## src/hw/aar_map.vh

```
`ifndef AAR_MAP_VH
`define AAR_MAP_VH

// ****************************************************************
// Register indices; the byte address is four times the index.
// ****************************************************************
`define AAR_IDX_ADV      6'h04
`define AAR_IDX_LPA      6'h05
`define AAR_IDX_STS      6'h08
`define AAR_IDX_ISTS     6'h09
`define AAR_IDX_IMSK     6'h0A

// ****************************************************************
// Advertisement and partner word fields.
// ****************************************************************
`define AAR_BIT_NXTPG    15
`define AAR_BIT_ACK      14
`define AAR_BIT_REMOTE_FAULT_STATUS     13
`define AAR_BIT_FD       6
`define AAR_BIT_HD       5
`define AAR_SEL_MSB      4
`define AAR_SEL_802_3    5'h01
`define AAR_SEL_MMEDIA   5'h02
`define AAR_ADV_RST_REMOTE_FAULT_STATUS 1'h0
`define AAR_ADV_RST_FD   1'h1
`define AAR_ADV_RST_HD   1'h1

// ****************************************************************
// Status and event bits.
// ****************************************************************
`define AAR_STS_DONE     5
`define AAR_STS_REMOTE_FAULT_STATUS     4
`define AAR_STS_MMEDIA   1
`define AAR_STS_SEL_OK   0
`define AAR_EV_PAGE      0
`define AAR_EV_REMOTE_FAULT_STATUS      1
`define AAR_EV_NXTPG     2
`define AAR_EV_DONE      3
`define AAR_EV_W         4
`define AAR_EV_RST       4'h0
`define AAR_DONE_RST     1'h1

// ****************************************************************
// Bus answers.
// ****************************************************************
`define AAR_RESP_OKAY    2'h0
`define AAR_RESP_SLVERR  2'h2

`endif

```

## src/hw/aar_lcw_capture.v

```verilog
`timescale 1ns/1ns
`include "aar_map.vh"

module aar_lcw_capture (
	input  wire        aclk,
	input  wire        aresetn,
	input  wire [15:0] rx_lcw,
	input  wire        rx_lcw_valid,
	input  wire        neg_active,
	output reg  [15:0] lpa_ff,
	output reg         done_ff,
	output reg         sel_ok_ff,
	output reg         page_ev_ff,
	output reg         remote_fault_status_ev_ff,
	output reg         nxtpg_ev_ff,
	output reg         done_ev_ff
);

// ****************************************************************
// Partner word capture.
// ****************************************************************
// Every accepted word is stored whole, reserved bits included, so
// software sees exactly what the partner sent.
// Done resets high, its level while no negotiation runs, so that no
// false finish event follows the release of reset.
always @(posedge aclk) begin
	if (!aresetn) begin
		lpa_ff      <= 16'h0000;
		done_ff     <= `AAR_DONE_RST;
		sel_ok_ff   <= 1'b0;
		page_ev_ff  <= 1'b0;
		remote_fault_status_ev_ff  <= 1'b0;
		nxtpg_ev_ff <= 1'b0;
		done_ev_ff  <= 1'b0;
	end else begin
		done_ff     <= ~neg_active; // RULE_13
		done_ev_ff  <= neg_active == 1'b0 && done_ff == 1'b0;
		page_ev_ff  <= rx_lcw_valid;
		remote_fault_status_ev_ff  <= rx_lcw_valid & rx_lcw[`AAR_BIT_REMOTE_FAULT_STATUS] &
			~lpa_ff[`AAR_BIT_REMOTE_FAULT_STATUS];
		// The further page is flagged but never fetched.
		nxtpg_ev_ff <= rx_lcw_valid & rx_lcw[`AAR_BIT_NXTPG]; // RULE_08
		if (rx_lcw_valid) begin
			lpa_ff    <= rx_lcw; // RULE_15 RULE_10 RULE_11 RULE_09
			sel_ok_ff <= rx_lcw[`AAR_SEL_MSB:0] == `AAR_SEL_802_3; // RULE_12
		end
	end
end

endmodule

```

## src/hw/aar_regs.v

```verilog
// How it works
// RULE_01: Advertisement bit 15 reads 0 and no next page is ever sent or taken.
// RULE_02: Bit 14 of both registers belongs to the negotiation process only.
// RULE_03: Setting advertisement bit 13 sends a remote fault to the partner.
// RULE_04: Advertisement bits 12 to 5 go out as the local ability field.
// RULE_05: Of the ability bits, only advertisement bits 6 and 5 can be set by software.
// RULE_06: Advertisement bits 12 to 7 always read 0 and ignore writes.
// RULE_07: The advertisement selector bits 4 to 0 are fixed at 00001.
// RULE_08: Partner bit 15 shows a further page that is never received.
// RULE_09: Partner bit 13 reads 1 when the partner reports a remote fault.
// RULE_10: Partner bits 12 to 10 are stored as received, uninterpreted.
// RULE_11: Partner bits 9 to 5 show the partner's five technology abilities.
// RULE_12: Partner selector 00001 is supported; 00010 means multimedia.
// RULE_13: Partner contents are valid only once negotiation is done.
// RULE_14: The status remote fault bit mirrors the latest partner fault bit.
// RULE_15: The partner register is read-only and updated per accepted word.
`timescale 1ns/1ns
`include "aar_map.vh"

module aar_regs (
	input  wire        aclk,
	input  wire        aresetn,
	input  wire [7:0]  s_axi_awaddr,
	input  wire [2:0]  s_axi_awprot,
	input  wire        s_axi_awvalid,
	output reg         s_axi_awready,
	input  wire [31:0] s_axi_wdata,
	input  wire [3:0]  s_axi_wstrb,
	input  wire        s_axi_wvalid,
	output reg         s_axi_wready,
	output reg  [1:0]  s_axi_bresp,
	output reg         s_axi_bvalid,
	input  wire        s_axi_bready,
	input  wire [7:0]  s_axi_araddr,
	input  wire [2:0]  s_axi_arprot,
	input  wire        s_axi_arvalid,
	output reg         s_axi_arready,
	output reg  [31:0] s_axi_rdata,
	output reg  [1:0]  s_axi_rresp,
	output reg         s_axi_rvalid,
	input  wire        s_axi_rready,
	input  wire [15:0] rx_lcw,
	input  wire        rx_lcw_valid,
	input  wire        neg_active,
	input  wire        neg_ack,
	output reg  [15:0] tx_lcw_ff,
	output reg         irq_ff
);

// ****************************************************************
// Address decode helpers.
// ****************************************************************
function is_mapped;
	input [7:0] addr;
	reg   [5:0] idx;
	begin
		idx = addr[7:2];
		is_mapped = (idx == `AAR_IDX_ADV) || (idx == `AAR_IDX_LPA) ||
			(idx == `AAR_IDX_STS) || (idx == `AAR_IDX_ISTS) ||
			(idx == `AAR_IDX_IMSK);
	end
endfunction

function hits;
	input [7:0] addr;
	input [5:0] idx;
	begin
		hits = addr[7:2] == idx;
	end
endfunction

// ****************************************************************
// Local state.
// ****************************************************************
reg        adv_remote_fault_status_ff;
reg        adv_fd_ff;
reg        adv_hd_ff;
reg        ack_ff;
reg  [3:0] ists_ff;
reg  [3:0] imsk_ff;
reg        aw_hold_ff;
reg  [7:0] awaddr_ff;
reg        w_hold_ff;
reg [31:0] wdata_ff;
reg  [3:0] wstrb_ff;

wire [15:0] lpa;
wire        done;
wire        sel_ok;
wire        page_ev;
wire        remote_fault_status_ev;
wire        nxtpg_ev;
wire        done_ev;
wire        b_done;
wire        r_done;

reg  [15:0] adv_word;
reg  [15:0] sts_word;
reg  [3:0]  ev_vec;
reg  [3:0]  nxt_ists;
reg         wr_go;
reg  [31:0] nxt_rdata;

assign b_done = s_axi_bvalid & s_axi_bready;
assign r_done = s_axi_rvalid & s_axi_rready;

aar_lcw_capture u_capture (
	.aclk         (aclk),
	.aresetn      (aresetn),
	.rx_lcw       (rx_lcw),
	.rx_lcw_valid (rx_lcw_valid),
	.neg_active   (neg_active),
	.lpa_ff       (lpa),
	.done_ff      (done),
	.sel_ok_ff    (sel_ok),
	.page_ev_ff   (page_ev),
	.remote_fault_status_ev_ff   (remote_fault_status_ev),
	.nxtpg_ev_ff  (nxtpg_ev),
	.done_ev_ff   (done_ev)
);

// ****************************************************************
// Advertisement word as read and as sent.
// ****************************************************************
// Bit 14 carries the negotiation acknowledge; software may see it
// change at any time and must not rely on it.
always @* begin
	adv_word = 16'h0000;
	adv_word[`AAR_BIT_NXTPG] = 1'b0; // RULE_01
	adv_word[`AAR_BIT_ACK] = ack_ff; // RULE_02
	adv_word[`AAR_BIT_REMOTE_FAULT_STATUS] = adv_remote_fault_status_ff;
	adv_word[`AAR_BIT_FD] = adv_fd_ff;
	adv_word[`AAR_BIT_HD] = adv_hd_ff;
	adv_word[`AAR_SEL_MSB:0] = `AAR_SEL_802_3; // RULE_07
end

// ****************************************************************
// Status word.
// ****************************************************************
always @* begin
	sts_word = 16'h0000;
	sts_word[`AAR_STS_DONE] = done; // RULE_13
	sts_word[`AAR_STS_REMOTE_FAULT_STATUS] = lpa[`AAR_BIT_REMOTE_FAULT_STATUS]; // RULE_14
	sts_word[`AAR_STS_MMEDIA] = lpa[`AAR_SEL_MSB:0] == `AAR_SEL_MMEDIA;
	sts_word[`AAR_STS_SEL_OK] = sel_ok; // RULE_12
end

// ****************************************************************
// Events and interrupt.
// ****************************************************************
always @* begin
	ev_vec = `AAR_EV_RST;
	ev_vec[`AAR_EV_PAGE] = page_ev;
	ev_vec[`AAR_EV_REMOTE_FAULT_STATUS] = remote_fault_status_ev;
	ev_vec[`AAR_EV_NXTPG] = nxtpg_ev;
	ev_vec[`AAR_EV_DONE] = done_ev;
	wr_go = aw_hold_ff & w_hold_ff & ~s_axi_bvalid;
	nxt_ists = ists_ff;
	if (wr_go && hits(awaddr_ff, `AAR_IDX_ISTS) && wstrb_ff[0])
		nxt_ists = ists_ff & ~wdata_ff[`AAR_EV_W-1:0];
	// A new event outranks a clear in the same cycle.
	nxt_ists = nxt_ists | ev_vec;
end

always @(posedge aclk) begin
	if (!aresetn)
		ists_ff <= `AAR_EV_RST;
	else
		ists_ff <= nxt_ists;
end

// ****************************************************************
// Interrupt output.
// ****************************************************************
// The level follows the next status value, so it never lags the
// status bit that causes it.
always @(posedge aclk) begin
	if (!aresetn)
		irq_ff <= 1'b0;
	else
		irq_ff <= |(nxt_ists & imsk_ff);
end

// ****************************************************************
// Write address channel.
// ****************************************************************
// Address and data are latched independently; the write is done
// one cycle after both are held, and the response waits on bready.
// Ready stays low until the response is taken, which keeps a second
// write from overtaking the first.
always @(posedge aclk) begin
	if (!aresetn) begin
		aw_hold_ff    <= 1'b0;
		awaddr_ff     <= 8'h00;
		s_axi_awready <= 1'b0;
	end else if (s_axi_awvalid && s_axi_awready) begin
		aw_hold_ff    <= 1'b1;
		awaddr_ff     <= s_axi_awaddr;
		s_axi_awready <= 1'b0;
	end else if (b_done) begin
		aw_hold_ff    <= 1'b0;
		s_axi_awready <= 1'b1;
	end else if (!aw_hold_ff) begin
		s_axi_awready <= 1'b1;
	end
end

// ****************************************************************
// Write data channel.
// ****************************************************************
always @(posedge aclk) begin
	if (!aresetn) begin
		w_hold_ff    <= 1'b0;
		wdata_ff     <= 32'h0000_0000;
		wstrb_ff     <= 4'h0;
		s_axi_wready <= 1'b0;
	end else if (s_axi_wvalid && s_axi_wready) begin
		w_hold_ff    <= 1'b1;
		wdata_ff     <= s_axi_wdata;
		wstrb_ff     <= s_axi_wstrb;
		s_axi_wready <= 1'b0;
	end else if (b_done) begin
		w_hold_ff    <= 1'b0;
		s_axi_wready <= 1'b1;
	end else if (!w_hold_ff) begin
		s_axi_wready <= 1'b1;
	end
end

// ****************************************************************
// Write response channel.
// ****************************************************************
always @(posedge aclk) begin
	if (!aresetn) begin
		s_axi_bvalid <= 1'b0;
		s_axi_bresp  <= `AAR_RESP_OKAY;
	end else if (wr_go) begin
		s_axi_bvalid <= 1'b1;
		s_axi_bresp  <= is_mapped(awaddr_ff) ?
			`AAR_RESP_OKAY : `AAR_RESP_SLVERR;
	end else if (b_done) begin
		s_axi_bvalid <= 1'b0;
	end
end

// ****************************************************************
// Writable registers.
// ****************************************************************
// Only the fault request and the two duplex bits have storage, so
// the other ability bits can never be advertised. A write to the
// partner or status register is answered OKAY and has no effect.
always @(posedge aclk) begin
	if (!aresetn) begin
		adv_remote_fault_status_ff <= `AAR_ADV_RST_REMOTE_FAULT_STATUS;
		adv_fd_ff   <= `AAR_ADV_RST_FD;
		adv_hd_ff   <= `AAR_ADV_RST_HD;
	end else if (wr_go && hits(awaddr_ff, `AAR_IDX_ADV)) begin
		if (wstrb_ff[1])
			adv_remote_fault_status_ff <= wdata_ff[`AAR_BIT_REMOTE_FAULT_STATUS]; // RULE_03
		if (wstrb_ff[0]) begin
			adv_fd_ff <= wdata_ff[`AAR_BIT_FD]; // RULE_05
			adv_hd_ff <= wdata_ff[`AAR_BIT_HD]; // RULE_05
		end
	end
end

// ****************************************************************
// Interrupt mask.
// ****************************************************************
always @(posedge aclk) begin
	if (!aresetn)
		imsk_ff <= `AAR_EV_RST;
	else if (wr_go && hits(awaddr_ff, `AAR_IDX_IMSK) && wstrb_ff[0])
		imsk_ff <= wdata_ff[`AAR_EV_W-1:0];
end

// ****************************************************************
// Transmitted link code word.
// ****************************************************************
always @(posedge aclk) begin
	if (!aresetn) begin
		ack_ff    <= 1'b0;
		tx_lcw_ff <= 16'h0000;
	end else begin
		ack_ff    <= neg_ack;
		// Bits 12 to 7 have no storage and always go out as zero.
		tx_lcw_ff <= adv_word; // RULE_04 RULE_06 RULE_01
	end
end

// ****************************************************************
// Read channel.
// ****************************************************************
always @* begin
	nxt_rdata = 32'h0000_0000;
	if (hits(s_axi_araddr, `AAR_IDX_ADV))
		nxt_rdata[15:0] = adv_word; // RULE_06
	else if (hits(s_axi_araddr, `AAR_IDX_LPA))
		nxt_rdata[15:0] = lpa; // RULE_15
	else if (hits(s_axi_araddr, `AAR_IDX_STS))
		nxt_rdata[15:0] = sts_word;
	else if (hits(s_axi_araddr, `AAR_IDX_ISTS))
		nxt_rdata[`AAR_EV_W-1:0] = ists_ff;
	else if (hits(s_axi_araddr, `AAR_IDX_IMSK))
		nxt_rdata[`AAR_EV_W-1:0] = imsk_ff;
end

// Only one read is taken at a time; ready comes back with the
// handshake that ends it.
always @(posedge aclk) begin
	if (!aresetn) begin
		s_axi_arready <= 1'b0;
	end else if (s_axi_arvalid && s_axi_arready) begin
		s_axi_arready <= 1'b0;
	end else if (r_done || !s_axi_rvalid) begin
		s_axi_arready <= 1'b1;
	end
end

// ****************************************************************
// Read data channel.
// ****************************************************************
// The data are latched when the address is taken, so they stand
// unchanged while the master keeps rready low.
always @(posedge aclk) begin
	if (!aresetn) begin
		s_axi_rvalid <= 1'b0;
		s_axi_rdata  <= 32'h0000_0000;
		s_axi_rresp  <= `AAR_RESP_OKAY;
	end else if (s_axi_arvalid && s_axi_arready) begin
		s_axi_rvalid <= 1'b1;
		s_axi_rdata  <= nxt_rdata;
		s_axi_rresp  <= is_mapped(s_axi_araddr) ?
			`AAR_RESP_OKAY : `AAR_RESP_SLVERR;
	end else if (r_done) begin
		s_axi_rvalid <= 1'b0;
	end
end

endmodule

```

## config.mk

```make
export PLATFORM = sky130hd
export DESIGN_NAME = aar_regs
export DESIGN_NICKNAME = d
export VERILOG_FILES = /design/src/hw/aar_lcw_capture.v /design/src/hw/aar_regs.v
export VERILOG_INCLUDE_DIRS = /design/src /design/src/hw
export SDC_FILE = /design/constraint.sdc
export NUM_CORES = 1
export LEC_CHECK = 0
export BUFFER_PORTS_ARGS = -buffer_cell sky130_fd_sc_hd__buf_2
export CORE_ASPECT_RATIO = 1.25
export CORE_MARGIN = 5
export CORE_UTILIZATION = 43
export CTS_CLUSTER_SIZE = 25
export DETAILED_ROUTE_END_ITERATION = 6
export PLACE_DENSITY = 0.75
export SYNTH_ARGS = -nofsm -noshare
export SYNTH_HDL_FRONTEND = slang
export SYNTH_HIERARCHICAL = 1
export SYNTH_SLANG_ARGS = --single-unit
```

## constraint.sdc

```tcl
create_clock -name aclk -period 1.5 [get_ports aclk]
set_clock_uncertainty 0.15 [all_clocks]
set_input_delay 0.15 -clock aclk [delete_from_list [all_inputs] [get_ports aclk]]
set_output_delay 0.15 -clock aclk [all_outputs]
set_load 0.01 [all_outputs]
```

Yosys cells after proc, flatten, opt, wreduce, memory -nomap -nowiden
Cells that the tools add are included.
{ "totals": {"register_bits": 102, "out_inout_bits": 58, "in_bits": 84} }
{ "classes": {"n_eq_ne": 14, "n_reduce_logical": 29, "n_mux": 20, "bitwise_logic": 16} }
{ "op_table": {"columns": ["cell", "count"], "rows": [
  ["$eq A6 B4 Y1 const B", 6],
  ["$mux W16", 2],
  ["$eq A6 B3 Y1 const B", 4],
  ["$mux W4", 4],
  ["$mux W1", 11],
  ["$logic_and A1 B1 Y1", 9],
  ["$logic_or A1 B1 Y1", 9],
  ["$and A4 B4 Y4", 2],
  ["$reduce_bool A2 Y1", 4],
  ["$and A1 B1 Y1", 7],
  ["$mux W2", 3],
  ["$reduce_or A2 Y1", 3],
  ["$eq A5 B1 Y1 const B", 1],
  ["$eq A5 B2 Y1 const B", 1],
  ["$not A1 Y1", 5],
  ["$ne A2 B1 Y1 const B", 2],
  ["$not A4 Y4", 1],
  ["$or A4 B4 Y4", 1],
  ["$reduce_and A2 Y1", 2],
  ["$reduce_or A4 Y1", 1],
  ["$logic_not A1 Y1", 1]
]} }

Depth between registers and ports, before layout
Gate-level depths: netlist (run 1).
{ "depth": {"depth_word": 8, "ltp_mapped": 6, "ltp_nobuf": 4} }

Modules after synthesis
Netlist (run 1), hierarchy kept.
{ "by_module_without_submodules": {"columns": ["mod", "area_per_inst_um2", "cells_per_inst", "instances"], "rows": [
  ["aar_regs", 2667.6, 294, 1],
  ["aar_lcw_capture", 789.5, 67, 1]
]} }

Worst setup path before layout (run 1)
No wires, ideal clock.
{ "synth_path": {"path_kind": "register to register", "start": "register awaddr_ff[2]", "end": "register imsk_ff[0]", "arrival_time_ns": 1.336, "required_ns": 1.234, "stages_incl_launch_ff": 5, "synth_period_minus_slack_ns": 1.602, "path_slack_ns": -0.102, "cell_sequence": "dfxtp_1 > or4b_4 > nor3_4 > mux2i_1 > nor2b_1"} }
{ "synth_between": {"elab_chain_cells": 3} }
{ "synth_lines": {"columns": ["element", "line", "rtl"], "rows": [
  ["from (decl)", "aar_regs.v:82", "reg [7:0] awaddr_ff;"],
  ["from (signal assigned)", "aar_regs.v:198", "awaddr_ff <= s_axi_awaddr;"],
  ["$eq A6 B4 Y1", "aar_regs.v:68", "hits = addr[7:2] == idx;"],
  ["$logic_and A1 B1 Y1 (2 in a row)", "aar_regs.v:273", "else if (wr_go && hits(awaddr_ff, `AAR_IDX_IMSK) && wstrb_ff[0])"],
  ["to (signal assigned)", "aar_regs.v:272", "imsk_ff <= `AAR_EV_RST;"],
  ["to (signal assigned)", "aar_regs.v:274", "imsk_ff <= wdata_ff[`AAR_EV_W-1:0];"],
  ["to (decl)", "aar_regs.v:80", "reg [3:0] imsk_ff;"]
]} }
Every way passes these cells.
A chain may end at the register's enable or synchronous reset.

Final worst setup path (run 1)
{ "layout_path": {"start": "register awaddr_ff[2]", "end": "register imsk_ff[2]"} }
The elaborated chain is that of the path after synthesis.

==> results by group, run 1 <==
Outcome
  – Status: finished, violations left
  – Violations in the final reports: setup timing

Die
  – DIE HEIGHT: 110 um
  – Starting density of the core: 44.1%
  – Row cnt: 36
  – Count of boundary I/O pins: 142
  – Core region area: 7840 um2
  – DIE WIDTH: 90.2 um
  – Die ar.: 9940 um2

GRT
  – Vias in the first global route: 3022
  – Grt total ovfl: 0
  – First-pass GRT wire length: 13700 um
  – Largest net degree at the start of global routing: 37
  – Initial antenna violation count: 0
  – Total global routing track utilization: 16.9%

Place
  – Final GP Congestion: 0.856
  – IO Port Bufs: 75
  – Post-DP HPWL: 6050 um
  – Place WS: -0.189 ns
  – DP Cell Count: 541

Clocking
  – Clk pin slew, worst setup/hold paths: 0.08 ns
  – Post-CTS setup buffers: 0
  – Max clock buf depth: 2
  – Clk Tree Root Cell: clkbuf_8
  – H-tree Lvls: 3
  – CTS tree: built
  – Clk sink count: 80
  – CTS buffer count: 9
  – Clk Latency, worst-skew pair: 0.35 ns

Layout
  – Fillers: 671
  – Final Non-Filler Cells: 596
  – # nets final: 580
  – Number of diodes: 0
  – Share of cells above drive strength 1: 25.9%
  – Layout area overhead: 33.0%

Timing
  – Final setup viols: 4
  – Final hold vios: 0
  – Total negative setup slack: -0.711 ns
  – RSZ-0062 raised after global routing: yes
  – Max Slew Vio Count: 0
  – Final period util: 113%
  – Maximum operating frequency: 0.592 GHz
  – Fin worst setup slack: -0.189 ns
  – Clock period minus worst slack: 1.69 ns
  – Final hold slack: 0.0306 ns

Drt
  – DR vias: 2935
  – Drt total wl: 8210 um
  – Initial DRC count: 74
  – Highest metal used: met4
  – Final ANT Viol Nets: 0
  – WL met2: 4080 um
  – 1st-pass router iterations: 4
  – Post-route DRC: 0
  – Met3 routed WL: 476 um
  – Wire per inst: 13.8 um
  – Drt via density: 4.92
  – WL met1: 3460 um

Synthesis
  – Mapped cell area: 3460 um2
  – Syn Area/Cell: 9.58 um2
  – #FFs+latches synth: 80
  – Sequential-to-total area share from yosys stat: 46.3%
  – Synth Instances: 361
  – Distinct cells, synth: 44
  – Ys flop type: dfxtp_1
  – EDFF count, synth: 0
  – Synth warnings: 6
  – Async set-reset flop share out of synthesis: 0%

Setup path
  – RR Startpoint: awaddr_ff[2]$_SDFFE_PN0P_
  – Kind of critical path: register to register
  – Worst Path Required: 1.59 ns
  – Crit path from: awaddr_ff[2]$_SDFFE_PN0P_
  – Worst Setup Start Kind: register
  – CP max stage cell: or4b_4
  – R2r setup slk: -0.19 ns
  – Crit path buf inv count: 0
  – CP Cell Sequence: or4b_4, nor3_4, mux2i_1, nor2b_1
  – CP top delay family: simple AND/OR/NAND/NOR gates
  – Worst EP arrival: 1.78 ns
  – Max incr delay on CP: 0.55 ns
  – Critical path endpoint category: register
  – Worst-path fanout max: 4

Pwr
  – Worst vdd ir: 0.668 mV
  – Static Leak: 0.00208 uW
  – Power per cell area: 966 nW/um2
  – Design Power: 4440 uW

Min path
  – Worst Hold Class: input pin to register
  – HP Start: s_axi_araddr[4]

Run
  – MaxCap Viol Count: 0
==> cell usage after synthesis, types with 2 or more instances <==
master | instances | area, um2
a21boi_1 | 19 | 143
a21oi_1 | 2 | 10.0
a221oi_1 | 4 | 35.0
a22o_1 | 10 | 87.6
a22oi_1 | 2 | 15.0
a31oi_1 | 7 | 43.8
a32o_1 | 2 | 20.0
and2_1 | 10 | 62.6
and3_1 | 2 | 12.5
and3b_1 | 2 | 17.5
buf_4 | 32 | 240
clkbuf_1 | 13 | 48.8
dfxtp_1 | 80 | 1600
inv_1 | 7 | 26.3
mux2i_1 | 24 | 240
nand2_1 | 42 | 158
nand2b_1 | 4 | 25.0
nand3_1 | 8 | 40.0
nand3b_1 | 2 | 15.0
nand4_1 | 3 | 18.8
nor2_1 | 8 | 30.0
nor2b_1 | 26 | 163
nor3_1 | 3 | 15.0
nor3b_1 | 2 | 15.0
nor4b_2 | 3 | 45.0
o211a_1 | 2 | 20.0
o21a_1 | 2 | 15.0
o21ai_0 | 22 | 110
o22ai_1 | 2 | 12.5
o31ai_1 | 2 | 15.0
==> state kept, by name, indices dropped and copies added (netlist names), 2 cells and up <==
signal and flops:
imsk_ff 4, s_axi_rdata 16, ists_ff 4, tx_lcw_ff 5, awaddr_ff 6, u_capture/lpa_ff 16
wstrb_ff 2, wdata_ff 7
==> tightest hold or removal path, cell delays in order <==
cell     delay (ns)
buf_2          0.13
a31oi_1        0.13
o31ai_1        0.08
==> layer usage <==
metal | vias to the layer above | track usage [%]
li1 | 1468 | -
met1 | 1348 | 18.9
met2 | 97 | 30.2
met3 | 22 | 3.80
met4 | 0 | 8.72
met5 | - | 0
==> path summary, 6_finish.rpt <==
kind	to	cells past startpoint
max reg2reg	imsk_ff[2]$_SDFFE_PN0P_	4
max	imsk_ff[2]$_SDFFE_PN0P_	4
min	s_axi_rdata[5]$_SDFFE_PN0P_	3
min reg2reg	u_capture/done_ev_ff$_SDFF_PN0_	1
==> stage by stage <==
| step | util, % | instance area, um2 |
|---|---|---|
| 4_1_cts | 58.5 | 4590 |
| 3_3_place_gp | 50.8 | 3980 |
| 6_report | 58.7 | 4600 |
| 3_5_place_dp | 50.8 | 3980 |
| 2_1_floorplan | - | 3560 |
| 5_1_grt | 58.7 | 4600 |
==> placed cells by master (no fill, tap or decap), drive strengths merged, types with 3 or more instances in the layout <==
master | netlist | layout
a22o | 10 | 10
dlygate4sd3 | 0 | 39
dfxtp | 80 | 80
nor3 | 4 | 4
a21boi | 19 | 19
nor2 | 8 | 8
a221oi | 4 | 4
o21ai | 22 | 22
nor4b | 4 | 4
nand2 | 42 | 42
and2 | 10 | 10
buf | 33 | 103
inv | 7 | 8
a31oi | 7 | 7
nand2b | 5 | 5
conb | 1 | 29
nor2b | 26 | 26
nand3b | 3 | 3
nand3 | 8 | 8
nand4 | 3 | 3
clkbuf | 13 | 10
mux2i | 24 | 24
==> power by group <==
group	total, uW	internal, uW	leakage (uW)	switching (uW)
Clock	1620	820	0.0000989	802
Combinational	546	285	0.00132	262
Sequential	2280	2210	0.000655	64.1
==> cell families after synthesis <==
kind of cell	share of synthesized area, %
compound gates	16.0
other cells	0.108
simple gates	20.9
mux	6.95
xor+xnor	0.253
buf+inv	9.45
flops	46.3
==> layout make-up <==
cell class | instances | area [um2] | area share [%]
multi-input combinational | 256 | 1650 | 36.0
sequential | 80 | 1600 | 34.9
timing repair buffer | 142 | 991 | 21.5
clock buffer | 10 | 138 | 2.99
tap | 95 | 119 | 2.58
clock inverter | 6 | 67.6 | 1.47
inverter | 7 | 26.3 | 0.571
==> repair_timing <==
| action | CTS | global route |
|---|---|---|
| setup endpoints to repair | 11 | 14 |
| hold endpoints to repair | 41 | 0 |
| pin swaps | 1 | 0 |
| hold buffers | 39 | 0 |
| gates cloned | 0 | 0 |
| resized for setup | 2 | 3 |
(Power assumes the default switching activity.)
==> run 2: changes to the inputs <==
Settings changed: CORE_MARGIN 5 to 2, CORE_UTILIZATION 43 to 45, CTS_BUF_LIST from default to sky130_fd_sc_hd__clkbuf_8, PLACE_DENSITY 0.75 to 0.78.
==> run 2 against run 1 <==
Via count down 0.10%. Largest power group unchanged. Sequential share of layout area about the same. Critical path type unchanged. Hold slack worse by 0.00080 ns. Design area up 0.14%. First-iteration DRC count up 26%. Register-to-register slack about the same. Die area down 15%. Power up 0.20%. The run still ends with setup timing left. Utilization up 3.5 points. Critical path depth unchanged. Global-route usage up 2.6 points. Highest routed layer unchanged.
==> results by group, run 2 (synthesis gave the netlist of run 1 again) <==
Outcome
  – Status: finished, violations left
  – Violations in the final reports: setup timing

Pwr
  – Comb pwr share: 12.4% (about the same)
  – Power per cell area: 967 nW/um2 (about the same)
  – Worst vdd ir: 0.673 mV (+0.77%)
  – Clk pwr share: 36.5% (about the same)
  – Switching Share: 26.3% (+0.87 points)
  – Seq pwr share: 51.1% (about the same)
  – Static Leak: 0.00208 uW (about the same)
  – Switching pwr: 1170 uW (+3.7%)
  – Int Power: 3280 uW (-0.97%)

Clocking
  – Clk Latency, worst-skew pair: 0.36 ns (about the same)
  – Clk Tree Root Cell: clkbuf_8
  – CTS tree: built
  – Max clock buf depth: 2 (unchanged)
  – CTS buffer count: 9 (unchanged)
  – Clk sink count: 80 (unchanged)
  – Clk pin slew, worst setup/hold paths: 0.09 ns (about the same)
  – H-tree Lvls: 3 (unchanged)

Drt
  – 1st-pass router iterations: 4 (unchanged)
  – Final ANT Viol Nets: 0 (unchanged)
  – DR vias: 2932 (-0.10%)
  – Drt via density: 4.96 (+0.74%)
  – Wire per inst: 13.4 um (-2.4%)
  – Post-route DRC: 0 (unchanged)
  – Drt total wl: 7950 um (-3.2%)
  – Initial DRC count: 93 (+26%)

Min path
  – Worst Hold Class: input pin to register

Die
  – DIE WIDTH: 82.4 um (-8.7%)
  – Starting density of the core: 46.7% (+2.6 points)
  – Die ar.: 8400 um2 (-15%)
  – Count of boundary I/O pins: 142 (unchanged)
  – Core region area: 7400 um2 (-5.6%)
  – Row cnt: 35 (-2.8%)
  – DIE HEIGHT: 102 um (-7.5%)

GRT
  – Largest net degree at the start of global routing: 32 (-14%)
  – Grt total ovfl: 0 (unchanged)
  – Total global routing track utilization: 19.5% (+2.6 points)
  – First-pass GRT wire length: 12500 um (-9.0%)
  – Initial antenna violation count: 0 (unchanged)
  – Vias in the first global route: 2817 (-6.8%)

Layout
  – Highest-count cells in the layout ignoring fill and taps: dfxtp_1 (76), buf_2 (73), nand2_1 (42), dlygate4sd3_1 (38), conb_1 (29)
  – Fillers: 616 (-8.2%)
  – Largest registers: s_axi_rdata x16, u_capture/lpa_ff x16, wdata_ff x7
  – Layout area overhead: 33.2%
  – # nets final: 578 (-0.34%)
  – Most common cell after layout, fill and taps aside: dfxtp_1
  – Number of diodes: 0 (unchanged)
  – Share of cells above drive strength 1: 26.5% (+0.50 points)

Timing
  – Final hold slack: 0.0298 ns (-0.000799 ns)
  – Total negative setup slack: -0.629 ns (+0.0823 ns)
  – Final hold vios: 0 (unchanged)
  – Final period util: 112% (-0.50 points)
  – Fin worst setup slack: -0.181 ns (+0.00747 ns)
  – Clock period minus worst slack: 1.68 ns (-0.00747 ns)
  – Maximum operating frequency: 0.595 GHz (+0.44%)
  – Max Slew Vio Count: 0 (unchanged)
  – RSZ-0062 raised after global routing: yes
  – Final setup viols: 4 (unchanged)

Setup path
  – Worst EP arrival: 1.78 ns (about the same)
  – Kind of critical path: register to register
  – Worst Path Required: 1.60 ns (about the same)
  – Worst Setup Start Kind: register
  – Worst-path fanout max: 4 (unchanged)
  – Critical path endpoint category: register

Place
  – Post-DP HPWL: 5550 um (-8.3%)
  – Final GP Congestion: 0.869 (+1.5%)
  – IO Port Bufs: 75 (unchanged)

Run
  – MaxCap Viol Count: 0 (unchanged)
## run 2: cell count changes in the layout (fill, tap and decap cells not counted), moves of 2 or more
cell,delta
buf_4,-4
dfxtp_1,-2
buf_6,+2
dfxtp_2,+2
## run 2: cell type report
class / instances / area, um2 / share of cell area [%]
multi-input cells: 256 / 1660 / 36.0
clock buffers: 9 / 124 / 2.69
well taps: 92 / 115 / 2.50
repair buffers: 140 / 996 / 21.6
clock inverters: 7 / 78.8 / 1.71
inverters: 7 / 26.3 / 0.570
flip-flops and latches: 80 / 1610 / 34.9
## run 2: critical path, stage by stage, from the launching register on
cell,delay (ns)
dfxtp_2,0.33
or4b_4,0.54
nor3_4,0.25
mux2i_1,0.23
nor2b_1,0.07
## run 2: per-layer routing
layer	vias up	part of all wire [%]	global-route usage, %
li1	1465	-	-
met2	87	51	34.8
met5	-	0	0
met3	13	4.9	3.80
met1	1367	43	22.1
met4	0	1.6	8.21
## run 2: path summary, 6_finish.rpt
| check | end | depth (start not counted) | start | slack, ns |
|---|---|---|---|---|
| worst min-delay path | s_axi_rvalid$_SDFFE_PN0P_ | 3 | s_axi_arvalid | 0.03 |
| worst max-delay path | imsk_ff[0]$_SDFFE_PN0P_ | 4 | awaddr_ff[2]$_SDFFE_PN0P_ | -0.18 |
| worst min register to register | u_capture/done_ev_ff$_SDFF_PN0_ | 1 | u_capture/done_ff$_SDFF_PN1_ | 0.28 |
| worst max register to register | imsk_ff[0]$_SDFFE_PN0P_ | 4 | awaddr_ff[2]$_SDFFE_PN0P_ | -0.18 |
## run 2: through the flow
step / setup slack, ns / utilization (%) / cell area (um2) / total power, uW / instances
6_report: -0.181 / 62.2 / 4610 / 4450 / 591
5_1_grt: -0.236 / 62.2 / 4610 / 4640 / 591
4_1_cts: -0.189 / 61.9 / 4580 / 4470 / 590
3_5_place_dp: -0.157 / 53.6 / 3970 / 2780 / 535
3_3_place_gp: -0.125 / 53.6 / 3970 / 2760 / 535
2_1_floorplan: -0.0950 / - / 3560 / 2640 / 389
## run 2: power groups by stage
stage	clock, uW	combinational, uW	sequential [uW]
6_report	1620	554	2270
5_1_grt	1740	612	2290
4_1_cts	1650	544	2270
3_5_place_dp	0	458	2320
3_3_place_gp	0	446	2320
2_1_floorplan	0	316	2320
## run 2: what timing repair did
| action | 4_1_cts | 5_1_grt |
|---|---|---|
| setup endpoints to repair | 11 | 20 |
| resized for setup | 5 | 6 |
| pin swaps | 3 | 2 |
| setup buffers | 1 | 1 |
| endpoints found under the hold margin | 42 | 0 |
| hold buffers | 38 | 0 |
==> run 3: changes to the inputs <==
Settings changed: CORE_ASPECT_RATIO 1.25 to default, HOLD_SLACK_MARGIN from default to 0.05.
==> run 3 against run 2 <==
Critical path type unchanged. Die area hardly changed. Cell count increased by 1.2%. Clock power is essentially flat. The run still ends with setup timing left. Critical path depth is the same. Design area about the same. Combinational power fell by 0.7%. First-iteration DRC count increased by 100%. Largest power group unchanged. Hold slack worse by 0.0055 ns. Utilization rose by 0.54 points. Non-clock buffer count is 1 lower. Maximum frequency up 1.6%. Global-route usage is 0.36 points higher.
==> results by group, run 3 (synthesis gave the netlist of run 1 again) <==
Min path
  – Worst Hold Class: input pin to register
  – WHS Endpoint: s_axi_rresp[1]$_SDFFE_PN0P_
  – HP Start: s_axi_araddr[6]
  – Hold depth: 3 (unchanged)

GRT
  – Vias in the first global route: 2883 (+2.3%)
  – Initial antenna violation count: 1 (+1)
  – Largest net degree at the start of global routing: 40 (+25%)
  – Total global routing track utilization: 19.8% (+0.36 points)
  – Grt total ovfl: 0 (unchanged)
  – First-pass GRT wire length: 13400 um (+7.0%)

Layout
  – Register area: 1610 um2 (unchanged)
  – Multi-input gate area: 1670 um2 (+0.75%)
  – # nets final: 577 (-0.17%)
  – Most common cell after layout, fill and taps aside: dfxtp_1
  – Fillers: 600 (-2.6%)
  – Highest-count cells in the layout ignoring fill and taps: dfxtp_1 (76), buf_2 (74), nand2_1 (42), dlygate4sd3_1 (40), conb_1 (29)
  – Final non-filler cell area: 4600 um2 (about the same)
  – Largest registers: s_axi_rdata x16, u_capture/lpa_ff x16, wdata_ff x7
  – Share of cells above drive strength 1: 26.3% (-0.15 points)
  – Layout area overhead: 33.1% (about the same)

Timing
  – Total negative setup slack: -0.584 ns (+0.0444 ns)
  – Final period util: 110% (-1.8 points)
  – Fin worst setup slack: -0.154 ns (+0.0269 ns)
  – RSZ-0062 raised after global routing: yes
  – Maximum operating frequency: 0.605 GHz (+1.6%)
  – Clock period minus worst slack: 1.65 ns (-0.0269 ns)
  – Final setup viols: 4 (unchanged)
  – Max Slew Vio Count: 0 (unchanged)
  – Final hold vios: 0 (unchanged)

Pwr
  – Design Power: 4460 uW (+0.15%)
  – Int Power: 3290 uW (about the same)
  – Seq pwr share: 51.1% (about the same)
  – Power per cell area: 969 nW/um2 (+0.23%)
  – Comb pwr share: 12.3% (about the same)
  – Switching pwr: 1170 uW (+0.33%)
  – Clk pwr share: 36.6% (about the same)
  – Static Leak: 0.00209 uW (+0.43%)
  – Switching Share: 26.3% (+0.047 points)
  – Worst vdd ir: 0.693 mV (+3.0%)

Setup path
  – R2r setup slk: -0.15 ns (+0.03 ns)
  – RR Startpoint: awaddr_ff[2]$_SDFFE_PN0P_
  – Worst Setup Start Kind: register
  – Critical path endpoint category: register
  – Worst-path fanout max: 4 (unchanged)
  – Worst EP arrival: 1.75 ns (-0.03 ns)
  – RR Endpoint: imsk_ff[0]$_SDFFE_PN0P_
  – R2R depth: 4 (unchanged)
  – Kind of critical path: register to register
  – Worst Path Required: 1.59 ns (about the same)

Drt
  – Post-route DRC: 0 (unchanged)
  – Drt total wl: 8220 um (+3.5%)
  – Initial DRC count: 190 (+100%)
  – Drt via density: 4.98 (+0.31%)
  – DR vias: 2976 (+1.5%)
  – 1st-pass router iterations: 5 (+1)
  – Final ANT Viol Nets: 0 (unchanged)
  – Wire per inst: 13.7 um (+2.3%)

Outcome
  – Status: finished, violations left
  – Violations in the final reports: setup timing

Place
  – Place WS: -0.140 ns (+0.0169 ns)
  – Post-DP HPWL: 5460 um (-1.5%)
  – Final GP Congestion: 0.882 (+1.5%)
  – Placed Instance Area: 3940 um2 (-0.79%)
  – IO Port Bufs: 75 (unchanged)

Die
  – Row cnt: 31 (-11%)
  – Count of boundary I/O pins: 142 (unchanged)
  – Starting density of the core: 47.2% (+0.45 points)
  – Core region area: 7330 um2 (-0.95%)
  – Die ar.: 8400 um2 (about the same)
  – DIE WIDTH: 91.7 um (+11%)
  – DIE HEIGHT: 91.7 um (-10%)

Clocking
  – H-tree Lvls: 3 (unchanged)
  – Clk pin slew, worst setup/hold paths: 0.09 ns (about the same)
  – Clk Latency, worst-skew pair: 0.35 ns (about the same)
  – CTS buffer count: 9 (unchanged)
  – Clk sink count: 80 (unchanged)
  – Max clock buf depth: 2 (unchanged)
  – Clk Tree Root Cell: clkbuf_8
  – CTS tree: built

Run
  – MaxCap Viol Count: 0 (unchanged)
-- run 3: worst max-delay path, stage by stage, from the launching register on --
cell and delay, ns:
dfxtp_2 0.33, or4b_4 0.54, nor3_4 0.25, mux2i_1 0.22, nor2b_1 0.06
-- run 3: cell type report --
class                      count  area share [%]
clock buffer                   9            2.69
multi-input combinational    256            36.3
inverter                       7           0.571
tap                           99            2.69
timing repair buffer         139            21.1
sequential                    80            34.9
clock inverter                 7            1.69
antenna                        1          0.0544
-- run 3: power groups by stage --
stage	registers (uW)	logic [uW]	clock network [uW]
after floorplan	2320	316	0
after global placement	2320	433	0
after detailed placement	2320	443	0
after CTS	2270	531	1650
after global routing	2290	605	1740
final	2280	550	1630
-- run 3: worst max-delay path by stage --
stage / startpoint / to / slack, ns
2_1_floorplan: awaddr_ff[2]$_SDFFE_PN0P_ / imsk_ff[0]$_SDFFE_PN0P_ / -0.1
3_3_place_gp: awaddr_ff[2]$_SDFFE_PN0P_ / imsk_ff[2]$_SDFFE_PN0P_ / -0.13
3_5_place_dp: awaddr_ff[2]$_SDFFE_PN0P_ / imsk_ff[0]$_SDFFE_PN0P_ / -0.14
4_1_cts: awaddr_ff[2]$_SDFFE_PN0P_ / imsk_ff[0]$_SDFFE_PN0P_ / -0.17
5_1_grt: awaddr_ff[3]$_SDFFE_PN0P_ / imsk_ff[0]$_SDFFE_PN0P_ / -0.26
6_report: awaddr_ff[2]$_SDFFE_PN0P_ / imsk_ff[0]$_SDFFE_PN0P_ / -0.15
-- run 3: metal layers --
| layer | part of all wire (%) | track usage [%] | up-vias |
|---|---|---|---|
| li1 | - | - | 1470 |
| met3 | 6.3 | 3.94 | 20 |
| met2 | 47 | 32.5 | 127 |
| met5 | 0 | 0 | - |
| met1 | 44 | 24.6 | 1359 |
| met4 | 3.2 | 10.4 | 0 |
-- run 3: repair_timing --
action | CTS | global route
setup buffers | 0 | 1
pin swaps | 0 | 1
resized for setup | 1 | 15
hold buffers | 42 | 0
endpoints found under the hold margin | 47 | 0
endpoints found under the setup margin | 11 | 19
-- run 3: through the flow --
step	utilization (%)	cells	hold slack (ns)
2_1_floorplan	-	389	0.0277
3_3_place_gp	53.7	540	0.181
3_5_place_dp	53.7	540	0.198
4_1_cts	62.3	598	0.0521
5_1_grt	62.8	598	0.0628
6_report	62.8	598	0.0244
